`config.mk`:
```
export PLATFORM = sky130hd
export DESIGN_NAME = power_save_clock_manager
export DESIGN_NICKNAME = d
export VERILOG_FILES = /design/src/core/psave_pkg.sv /design/src/core/cpu_slow_divider.sv /design/src/core/module_gate_delay.sv /design/src/core/power_save_clock_manager.sv
export VERILOG_INCLUDE_DIRS = /design/src /design/src/core
export SDC_FILE = /design/constraint.sdc
export NUM_CORES = 1
export LEC_CHECK = 0
export ABC_AREA = 1
export BUFFER_PORTS_ARGS = -buffer_cell sky130_fd_sc_hd__buf_2
export CORE_MARGIN = 2
export CORE_UTILIZATION = 25
export CTS_CLUSTER_DIAMETER = 60
export DETAILED_ROUTE_END_ITERATION = 10
export PLACE_DENSITY = 0.47
export SLEW_MARGIN = 20
export SYNTH_ARGS = -nofsm -noshare
export SYNTH_HDL_FRONTEND = slang
export SYNTH_SLANG_ARGS = --single-unit
```
`constraint.sdc`:
```
create_clock -name i_sys_clk -period 4.1 [get_ports i_sys_clk]
set_clock_uncertainty 0.1 [all_clocks]
set_input_delay 0.82 -clock i_sys_clk [delete_from_list [all_inputs] [get_ports i_sys_clk]]
set_output_delay 0.82 -clock i_sys_clk [all_outputs]
set_load 0.005 [all_outputs]
```
`src/core/psave_params.svh`:
```
// Purpose: constants for the power-save clock manager
// Assumes: 16-bit register port, 200 MHz system clock
// Notes:   offsets are word addresses on the register port
`ifndef PSAVE_PARAMS_SVH
`define PSAVE_PARAMS_SVH

// ****************************************
// register offsets
// ****************************************
`define PS_ADDR_CLOCK_DIVISOR_REG      4'h0
`define PS_ADDR_RESET_CONTROL_REG        4'h1
`define PS_ADDR_OSCILLATOR_CONTROL_REG      4'h2
`define PS_ADDR_GATE        4'h3
`define PS_ADDR_STATUS      4'h4

// ****************************************
// field positions
// ****************************************
`define PS_BIT_ROI          15
`define PS_BIT_SLOW_HI      14
`define PS_BIT_SLOW_LO      12
`define PS_BIT_SLOWEN       11
`define PS_BIT_VREG_FLASH   11
`define PS_BIT_VREG_CORE    8
`define PS_BIT_NOSC_HI      10
`define PS_BIT_NOSC_LO      8
`define PS_BIT_LOCK         7

// ****************************************
// reset values
// ****************************************
`define PS_RST_RATIO        3'h0
`define PS_RST_NOSC         3'h0

// ****************************************
// timing counts
// ****************************************
`define PS_WAKE_CYCLES      2'h3
`define PS_INSTR_CYCLES     2'h1

`endif

```
`src/core/psave_pkg.sv`:
```
// Purpose: types for the power-save clock manager
// Assumes: nothing
// Notes:   power state machine encodings and the slowdown ratio type
package psave_pkg;
	typedef enum logic [1:0] {
		ST_RUN   = 2'b00,
		ST_SLEEP = 2'b01,
		ST_IDLE  = 2'b10,
		ST_WAKE  = 2'b11
	} pwr_state_e;

	typedef logic [2:0] ratio_t;
endpackage

```
`src/core/cpu_slow_divider.sv`:
```
// Purpose: cpu clock-enable divider for the slowdown mode
// Assumes: ratio is a power-of-two exponent
// Notes:   enable pulses one cycle in every 2**ratio
`include "psave_params.svh"

module cpu_slow_divider #(
	parameter int CNT_W = 7
) (
	input  wire logic            i_sys_clk,
	input  wire logic            i_sys_rst,
	input  wire psave_pkg::ratio_t i_ratio,
	input  wire logic            i_active,
	output logic                 o_cpu_en
);
	import psave_pkg::*;

	logic [CNT_W-1:0] cnt_ff;
	logic [CNT_W-1:0] nxt_cnt;
	logic [CNT_W-1:0] mask;

	// divisor doubles per ratio step, 000 divides by one
	always_comb begin
		mask = CNT_W'((8'h01 << i_ratio) - 8'h01);
		nxt_cnt = i_active ? ((cnt_ff + 1'b1) & mask) : '0;
		o_cpu_en = (cnt_ff == '0);
	end

	// counter runs only while active, held at zero otherwise; peripherals never see it so domains stay aligned
	always_ff @(posedge i_sys_clk) begin
		if (i_sys_rst) begin
			cnt_ff <= '0;
		end else begin
			cnt_ff <= nxt_cnt;
		end
	end
endmodule

```
`src/core/module_gate_delay.sv`:
```
// Purpose: delays module-disable bits into per-module clock enables
// Assumes: one instruction cycle equals one cpu enable pulse
// Notes:   absent modules stay disabled whatever software writes
`include "psave_params.svh"

module module_gate_delay #(
	parameter int                N       = 16,
	parameter logic [N-1:0]      PRESENT = '1
) (
	input  wire logic            i_sys_clk,
	input  wire logic            i_sys_rst,
	input  wire logic            i_instr_tick,
	input  wire logic [N-1:0]    i_disable,
	output logic      [N-1:0]    o_mod_en
);
	logic [N-1:0] en_ff;
	logic [N-1:0] nxt_en;

	// present and not disabled means enabled
	always_comb begin
		nxt_en = i_instr_tick ? (~i_disable & PRESENT) : en_ff;
		o_mod_en = en_ff;
	end

	// change lands one instruction cycle later, set or clear alike
	always_ff @(posedge i_sys_clk) begin
		if (i_sys_rst) begin
			en_ff <= PRESENT;
		end else begin
			en_ff <= nxt_en;
		end
	end
endmodule

```
`src/core/power_save_clock_manager.sv`:
```
// Purpose: sleep, idle, cpu slowdown and module clock gating control
// Assumes: core flags the power-save instruction with a one-cycle pulse
// Notes:   clock outputs are enables for clock gates, not clocks
`include "psave_params.svh"

module power_save_clock_manager #(
	parameter int                   N_MOD   = 16,
	parameter logic [N_MOD-1:0]     PRESENT = '1
) (
	input  wire logic               i_sys_clk,
	input  wire logic               i_sys_rst,
	input  wire logic [3:0]         i_addr,
	input  wire logic [15:0]        i_wdata,
	input  wire logic               i_wr,
	input  wire logic               i_rd,
	output logic      [15:0]        o_rdata,
	input  wire logic               i_pwrsave_exec,
	input  wire logic               i_pwrsave_idle,
	input  wire logic               i_irq,
	input  wire logic               i_wdt_timeout,
	input  wire logic               i_wdt_enable,
	input  wire logic               i_fail_safe_clock_monitor_enable,
	input  wire logic [N_MOD-1:0]   i_stop_in_idle,
	output logic                    o_cpu_clk_en,
	output logic                    o_periph_clk_en,
	output logic                    o_sysosc_en,
	output logic                    o_low_power_rc_clock_en,
	output logic                    o_fail_safe_clock_monitor_active,
	output logic                    o_wdt_clear,
	output logic                    o_core_reg_active,
	output logic                    o_flash_reg_active,
	output logic                    o_irq_deliver,
	output logic      [2:0]         o_osc_select,
	output logic      [N_MOD-1:0]   o_mod_clk_en,
	output logic      [N_MOD-1:0]   o_mod_reg_en
);
	import psave_pkg::*;

	// ****************************************
	// state
	// ****************************************
	pwr_state_e       state_ff, nxt_state;
	logic [1:0]       wake_cnt_ff, nxt_wake_cnt;
	logic             irq_hold_ff, nxt_irq_hold;
	logic             roi_ff, nxt_roi;
	logic             slow_en_ff, nxt_slow_en;
	ratio_t           ratio_ff, nxt_ratio;
	logic             vreg_core_ff, nxt_vreg_core;
	logic             vreg_flash_ff, nxt_vreg_flash;
	logic [2:0]       nosc_ff, nxt_nosc;
	logic             lock_ff, nxt_lock;
	logic [2:0]       sleep_osc_ff, nxt_sleep_osc;
	logic [N_MOD-1:0] gate_ff, nxt_gate;
	logic             wclr_ff, nxt_wclr;
	logic [15:0]      rdata_ff, nxt_rdata;
	logic             slow_tick;
	logic             wake_evt;
	logic [N_MOD-1:0] mod_en;

	// ****************************************
	// submodules
	// ****************************************
	cpu_slow_divider #(
		.CNT_W    (7)
	) u_div (
		.i_sys_clk(i_sys_clk),
		.i_sys_rst(i_sys_rst),
		.i_ratio  (ratio_ff),
		.i_active (slow_en_ff),
		.o_cpu_en (slow_tick)
	);

	// instruction cycle is one cpu enable pulse
	module_gate_delay #(
		.N         (N_MOD),
		.PRESENT   (PRESENT)
	) u_gate (
		.i_sys_clk   (i_sys_clk),
		.i_sys_rst   (i_sys_rst),
		.i_instr_tick(slow_tick | ~slow_en_ff),
		.i_disable   (gate_ff),
		.o_mod_en    (mod_en)
	);

	// wake sources; reset is handled by the synchronous reset path
	assign wake_evt = i_irq | i_wdt_timeout | irq_hold_ff;

	// ****************************************
	// power state machine
	// ****************************************
	// coincident interrupt held until entry completes, then wakes
	always_comb begin
		nxt_state = state_ff;
		nxt_wake_cnt = wake_cnt_ff;
		nxt_irq_hold = 1'b0;
		nxt_wclr = 1'b0;
		nxt_sleep_osc = sleep_osc_ff;
		unique case (state_ff)
			ST_RUN: begin
				if (i_pwrsave_exec) begin
					nxt_state = i_pwrsave_idle ? ST_IDLE : ST_SLEEP;
					nxt_wclr = i_wdt_enable;
					nxt_irq_hold = i_irq;
					nxt_sleep_osc = nosc_ff;
				end
			end
			ST_SLEEP: begin
				if (wake_evt) begin
					nxt_state = ST_WAKE;
					nxt_wake_cnt = `PS_WAKE_CYCLES;
				end
			end
			ST_IDLE: begin
				if (wake_evt) begin
					nxt_state = ST_WAKE;
					nxt_wake_cnt = `PS_WAKE_CYCLES;
				end
			end
			ST_WAKE: begin
				// cpu restarts four cycles after the wake event, after three cycles in wake
				if (wake_cnt_ff == 2'h1) begin
					nxt_state = ST_RUN;
				end
				nxt_wake_cnt = wake_cnt_ff - 2'h1;
			end
		endcase
	end

	// reset returns every control bit to its default
	always_ff @(posedge i_sys_clk) begin
		if (i_sys_rst) begin
			state_ff <= ST_RUN;
			wake_cnt_ff <= 2'h0;
			irq_hold_ff <= 1'b0;
			wclr_ff <= 1'b0;
			sleep_osc_ff <= `PS_RST_NOSC;
		end else begin
			state_ff <= nxt_state;
			wake_cnt_ff <= nxt_wake_cnt;
			irq_hold_ff <= nxt_irq_hold;
			wclr_ff <= nxt_wclr;
			sleep_osc_ff <= nxt_sleep_osc;
		end
	end

	// ****************************************
	// register file
	// ****************************************
	// writes, read capture and hardware clear of slowdown enable
	always_comb begin
		nxt_roi = roi_ff;
		nxt_slow_en = slow_en_ff;
		nxt_ratio = ratio_ff;
		nxt_vreg_core = vreg_core_ff;
		nxt_vreg_flash = vreg_flash_ff;
		nxt_nosc = nosc_ff;
		nxt_lock = lock_ff;
		nxt_gate = gate_ff;
		nxt_rdata = 16'h0000;
		if (i_wr) begin
			unique case (i_addr)
				`PS_ADDR_CLOCK_DIVISOR_REG: begin
					nxt_roi = i_wdata[`PS_BIT_ROI];
					if (!slow_en_ff) begin
						nxt_ratio = i_wdata[`PS_BIT_SLOW_HI:`PS_BIT_SLOW_LO];
					end
					// a set needs the ratio in force, not the one written alongside
					nxt_slow_en = i_wdata[`PS_BIT_SLOWEN] & (ratio_ff != 3'h0);
				end
				`PS_ADDR_RESET_CONTROL_REG: begin
					nxt_vreg_core = i_wdata[`PS_BIT_VREG_CORE];
					nxt_vreg_flash = i_wdata[`PS_BIT_VREG_FLASH];
				end
				`PS_ADDR_OSCILLATOR_CONTROL_REG: begin
					if (!lock_ff) begin
						nxt_nosc = i_wdata[`PS_BIT_NOSC_HI:`PS_BIT_NOSC_LO];
					end
					nxt_lock = lock_ff | i_wdata[`PS_BIT_LOCK];
				end
				`PS_ADDR_GATE: begin
					nxt_gate = i_wdata[N_MOD-1:0];
				end
				default: begin
				end
			endcase
		end
		// hardware clear beats a software write in the same cycle
		if (roi_ff && i_irq) begin
			nxt_slow_en = 1'b0;
		end
		if (i_rd) begin
			unique case (i_addr)
				`PS_ADDR_CLOCK_DIVISOR_REG: nxt_rdata = {roi_ff, ratio_ff, slow_en_ff, 11'h000};
				`PS_ADDR_RESET_CONTROL_REG: nxt_rdata = {4'h0, vreg_flash_ff, 2'h0, vreg_core_ff, 8'h00};
				`PS_ADDR_OSCILLATOR_CONTROL_REG: nxt_rdata = {5'h00, nosc_ff, lock_ff, 7'h00};
				`PS_ADDR_GATE: nxt_rdata = 16'(gate_ff);
				`PS_ADDR_STATUS: nxt_rdata = {14'h0000, state_ff};
				default: nxt_rdata = 16'h0000;
			endcase
		end
	end

	// register storage
	always_ff @(posedge i_sys_clk) begin
		if (i_sys_rst) begin
			roi_ff <= 1'b0;
			slow_en_ff <= 1'b0;
			ratio_ff <= `PS_RST_RATIO;
			vreg_core_ff <= 1'b0;
			vreg_flash_ff <= 1'b0;
			nosc_ff <= `PS_RST_NOSC;
			lock_ff <= 1'b0;
			gate_ff <= '0;
			rdata_ff <= 16'h0000;
		end else begin
			roi_ff <= nxt_roi;
			slow_en_ff <= nxt_slow_en;
			ratio_ff <= nxt_ratio;
			vreg_core_ff <= nxt_vreg_core;
			vreg_flash_ff <= nxt_vreg_flash;
			nosc_ff <= nxt_nosc;
			lock_ff <= nxt_lock;
			gate_ff <= nxt_gate;
			rdata_ff <= nxt_rdata;
		end
	end

	// ****************************************
	// clock enables
	// ****************************************
	// sleep stops every clock but the low-power rc clock kept for the watchdog; idle stops the cpu and the stop-in-idle modules
	always_comb begin
		o_cpu_clk_en = (state_ff == ST_RUN) && (slow_tick || !slow_en_ff);
		o_periph_clk_en = (state_ff != ST_SLEEP);
		o_sysosc_en = (state_ff != ST_SLEEP);
		o_fail_safe_clock_monitor_active = (state_ff != ST_SLEEP) && i_fail_safe_clock_monitor_enable;
		unique case (state_ff)
			ST_SLEEP: o_low_power_rc_clock_en = i_wdt_enable;
			ST_IDLE: o_low_power_rc_clock_en = i_wdt_enable | i_fail_safe_clock_monitor_enable;
			default: o_low_power_rc_clock_en = 1'b1;
		endcase
		o_core_reg_active = (state_ff != ST_SLEEP) || vreg_core_ff;
		o_flash_reg_active = (state_ff != ST_SLEEP) || vreg_flash_ff;
		o_irq_deliver = (state_ff == ST_RUN) && i_irq && !i_pwrsave_exec;
		o_osc_select = (state_ff == ST_RUN) ? nosc_ff : sleep_osc_ff;
		o_wdt_clear = wclr_ff;
		o_rdata = rdata_ff;
		// module off when gated, in sleep, or told to stop in idle
		o_mod_clk_en = mod_en & {N_MOD{o_periph_clk_en}}
			& ~(i_stop_in_idle & {N_MOD{state_ff == ST_IDLE}});
		o_mod_reg_en = mod_en;
	end

	// ****************************************
	// checks
	// ****************************************
	property p_sleep_stop;
		@(posedge i_sys_clk) disable iff (i_sys_rst)
		(state_ff == ST_SLEEP) |-> (!o_cpu_clk_en && !o_periph_clk_en && !o_sysosc_en);
	endproperty
	a_sleep_stop: assert property (p_sleep_stop) else $error("clocks run in sleep");

	property p_idle_periph;
		@(posedge i_sys_clk) disable iff (i_sys_rst)
		(state_ff == ST_IDLE) |-> (!o_cpu_clk_en && o_periph_clk_en);
	endproperty
	a_idle_periph: assert property (p_idle_periph) else $error("idle clocks wrong");

	property p_entry;
		@(posedge i_sys_clk) disable iff (i_sys_rst)
		(state_ff == ST_RUN && i_pwrsave_exec && !i_pwrsave_idle) |=> (state_ff == ST_SLEEP);
	endproperty
	a_entry: assert property (p_entry) else $error("sleep not entered");

	property p_wake;
		@(posedge i_sys_clk) disable iff (i_sys_rst)
		(state_ff == ST_IDLE && (i_irq || i_wdt_timeout)) |=>
			ST_WAKE == state_ff ##3 state_ff == ST_RUN;
	endproperty
	a_wake: assert property (p_wake) else $error("wake timing wrong");

	property p_wdt_clear;
		@(posedge i_sys_clk) disable iff (i_sys_rst)
		(state_ff == ST_RUN && i_pwrsave_exec && i_wdt_enable) |=> o_wdt_clear;
	endproperty
	a_wdt_clear: assert property (p_wdt_clear) else $error("watchdog not cleared");

	property p_ratio_lock;
		@(posedge i_sys_clk) disable iff (i_sys_rst)
		slow_en_ff |=> $stable(ratio_ff);
	endproperty
	a_ratio_lock: assert property (p_ratio_lock) else $error("ratio changed while slowed");

	property p_no_zero_slow;
		@(posedge i_sys_clk) disable iff (i_sys_rst)
		$rose(slow_en_ff) |-> ($past(ratio_ff) != 3'h0);
	endproperty
	a_no_zero_slow: assert property (p_no_zero_slow) else $error("slowdown at ratio zero");

	property p_roi_clear;
		@(posedge i_sys_clk) disable iff (i_sys_rst)
		(roi_ff && i_irq) |=> !slow_en_ff;
	endproperty
	a_roi_clear: assert property (p_roi_clear) else $error("slowdown not cleared");

	property p_defer;
		@(posedge i_sys_clk) disable iff (i_sys_rst)
		(state_ff == ST_RUN && i_pwrsave_exec && i_irq) |=> state_ff != ST_RUN ##1 ST_WAKE == state_ff;
	endproperty
	a_defer: assert property (p_defer) else $error("coincident irq lost");
endmodule

```
==> impl_metrics.tcl <==
set metrics [dict create \
    path_max_fanout 19 \
    cp.arrival_ns 2.03 \
    synth.distinct_cells 26 \
    drc 0 \
    grt_remaining_overflow 0 \
    antenna_found_initial 0 \
    drtAntennaViolNets 0 \
    async_reset_ff_share_pct 0 \
    worst_pin_slew_ns 0.7452 \
    synthSimpleGateAreaFrac_pct 33.92 \
    synthMuxAreaShare_pct 0 \
    dpl.hpwl_um 7518 \
    clk_latency_ns 0.33 \
    area.growth.synth_to_final_pct 26.22 \
    root_buffer "clkbuf_16" \
    cp_slowest_cell "clkinv_1" \
    n_antenna_cell 0 \
    drive_above_1_share_pct 21.59 \
    cts_resized 0 \
    synth_top_area_cell "dfxtp_1" \
    synthAdderAreaFrac_pct 3.241 \
    synth_flop_cell "dfxtp_1" \
    critPathTopFamily "buffers and inverters" \
    first_pass_iters 5 \
    power_density_nw_per_um2 448.3 \
    postCtsSetupRepairBufs 0 \
    slew_viol_final 0 \
    ys_seq_elements 75 \
    status "complete, no violations" \
    tns_ns 0 \
    synth-compound-area-share_pct 8.426 \
    port_buffers 105 \
    grtUsageMet2_pct 22.17 \
    hold_viol 0 \
    most-common-layout-cells "nand2_1, buf_2, dfxtp_1" \
    fin_cells 782 \
    yosys_warnings 0 \
    fin_nets 655 \
    routedWlPerCell_um 13.10 \
    crit_required_ns 3.18 \
    dieHeight_um 121.9 \
    fin_crit_sh_pct 72.01 \
    met3_usage_pct 3.324 \
    hold_buffers 0 \
    drtIter0Drc 192 \
    synth_top_family_by_area "simple AND/OR/NAND/NOR gates" \
    synth_area_per_cell_um2 6.935 \
    die_area_um2 14860 \
    fillers 1485 \
    start_util_pct 25.33 \
    rows 43 \
    syn_area_um2 3475 \
    grt_pass1_wl_um 15870 \
    gr-usage-all-layers_pct 13.91 \
    vias_per_cell 4.440 \
    via_count 3472 \
    wl_um 10250 \
    path_buf_inv 3 \
    critPathKind "register to output port" \
    fin_total_pwr_mw 1.966 \
    core_area_um2 13720 \
    max_stage_delay_ns 0.49 \
    die_w_um 121.9 \
    cts_made_buffers 9 \
    ir_drop_uv 192.3 \
    grt_busiest_layer "met2" \
    finalSetupViolations 0 \
    slew_headroom_pct 50.32 \
    syn_inst 501 \
    cp-start-kind "register" \
    grt_start_max_net_pins 32 \
    dp.cells 769 \
    clkSinkCount 75 \
    crit_path_end_kind "output port" \
    place.gp.congestion 0.8015 \
    clk_pin_slew_ns 0.06 \
    cap_violations 0 \
    yosysSeqAreaShare_pct 43.21 \
    grt_setup_unrepaired "false" \
    syn_nets 556 \
    synth_area_leaders "dfxtp_1, nand2_1, nand3_1" \
    io_pins 106 \
    mostFrequentLayoutCell "nand2_1" \
    grt_util_met1_pct 18.26 \
    cts.path.max_buffers 2 \
    path_cells "inv_1, ha_1, clkinv_1, o211ai_1, buf_2" \
    cts_tree "done" \
    hold_class "register to register" \
    synth-edff-count 0 \
    first_global_vias 3202 \
    leakagePower_nw 2.071 \
    max_freq_ghz 0.3387 \
    htreeDepth 3 \
    synth_top_cell_area_share_pct 43.21 \
    period_needed_ns 2.952 \
    yosys.area_share.xor_xnor_pct 0.7562 \
]
==> synth_stat cells (5+ instances only) <==
master and instances:
a21oi_1 49, buf_2 5, clkbuf_1 8, dfxtp_1 75, ha_1 9, inv_1 66, nand2_1 127, nand3_1 70
nor2_1 49, nor3_1 9, o21ai_0 8
==> final timing paths <==
check                                  start                               end  slack (ns)  depth (start not counted)
setup / recovery    state_ff[1]$_SDFFE_PP0P_           o_low_power_rc_clock_en        1.15                          5
hold / removal       gate_ff[3]$_SDFFE_PP0P_           gate_ff[3]$_SDFFE_PP0P_        0.36                          2
setup reg to reg  u_div.cnt_ff[0]$_SDFF_PP0_  u_gate.o_mod_en[10]$_SDFFE_PP1P_        2.27                          8
hold reg to reg      gate_ff[3]$_SDFFE_PP0P_           gate_ff[3]$_SDFFE_PP0P_        0.36                          2
==> cell type report <==
cell class	instances	area (um^2)	area share, %
tap	180	225.2	5.136
sequential	75	1501	34.24
clock inverter	3	17.52	0.3994
inverter	67	251.5	5.735
clock buffer	10	239.0	5.449
multi-input combinational	340	1610	36.72
timing repair buffer	107	540.5	12.33
==> per-stage QoR <==
step                      setup slack, ns  hold slack [ns]  utilization, %  area, um^2
after floorplan                     1.993           0.3387               -        3475
after global placement              1.553           0.3498           30.10        4129
after detailed placement            1.479           0.3529           30.10        4129
after CTS                           1.089           0.3617           31.97        4385
after global routing               0.8772           0.3811           31.97        4385
final                               1.148           0.3604           31.97        4385
==> logic make-up after synthesis <==
logic type / count (synthesis)
AO/OA/AOI/OAI: 58
adder cells (fa/ha/maj): 9
buffers and inverters: 86
XOR/XNOR: 3
AND/OR/NAND/NOR: 270
flip-flops: 75
==> flip-flops by register name, indices dropped and copies added, names as in the netlist, 2 cells and up <==
register / count
gate_ff: 16
nosc_ff: 3
o_rdata: 16
ratio_ff: 3
sleep_osc_ff: 3
state_ff: 2
u_div.cnt_ff: 7
u_gate.o_mod_en: 16
wake_cnt_ff: 2
==> routing by layer <==
layer	part of all wire, %	vias up
li1	-	1785
met1	47	1571
met2	44	107
met3	6.8	9
met4	1.9	0
met5	0	-
==> report_power, final <==
group	switching (mW)	leakage (nW)	total [mW]	internal, mW
clock network	0.297	0.126	0.711	0.414
logic	0.292	1.34	0.482	0.190
registers	0.0199	0.607	0.774	0.754
==> worst min-delay path: stages (launching register included) <==
cell and delay, ns:
dfxtp_1 0.31, nand2_1 0.06, a21oi_1 0.05
(Power assumes the default switching activity.)
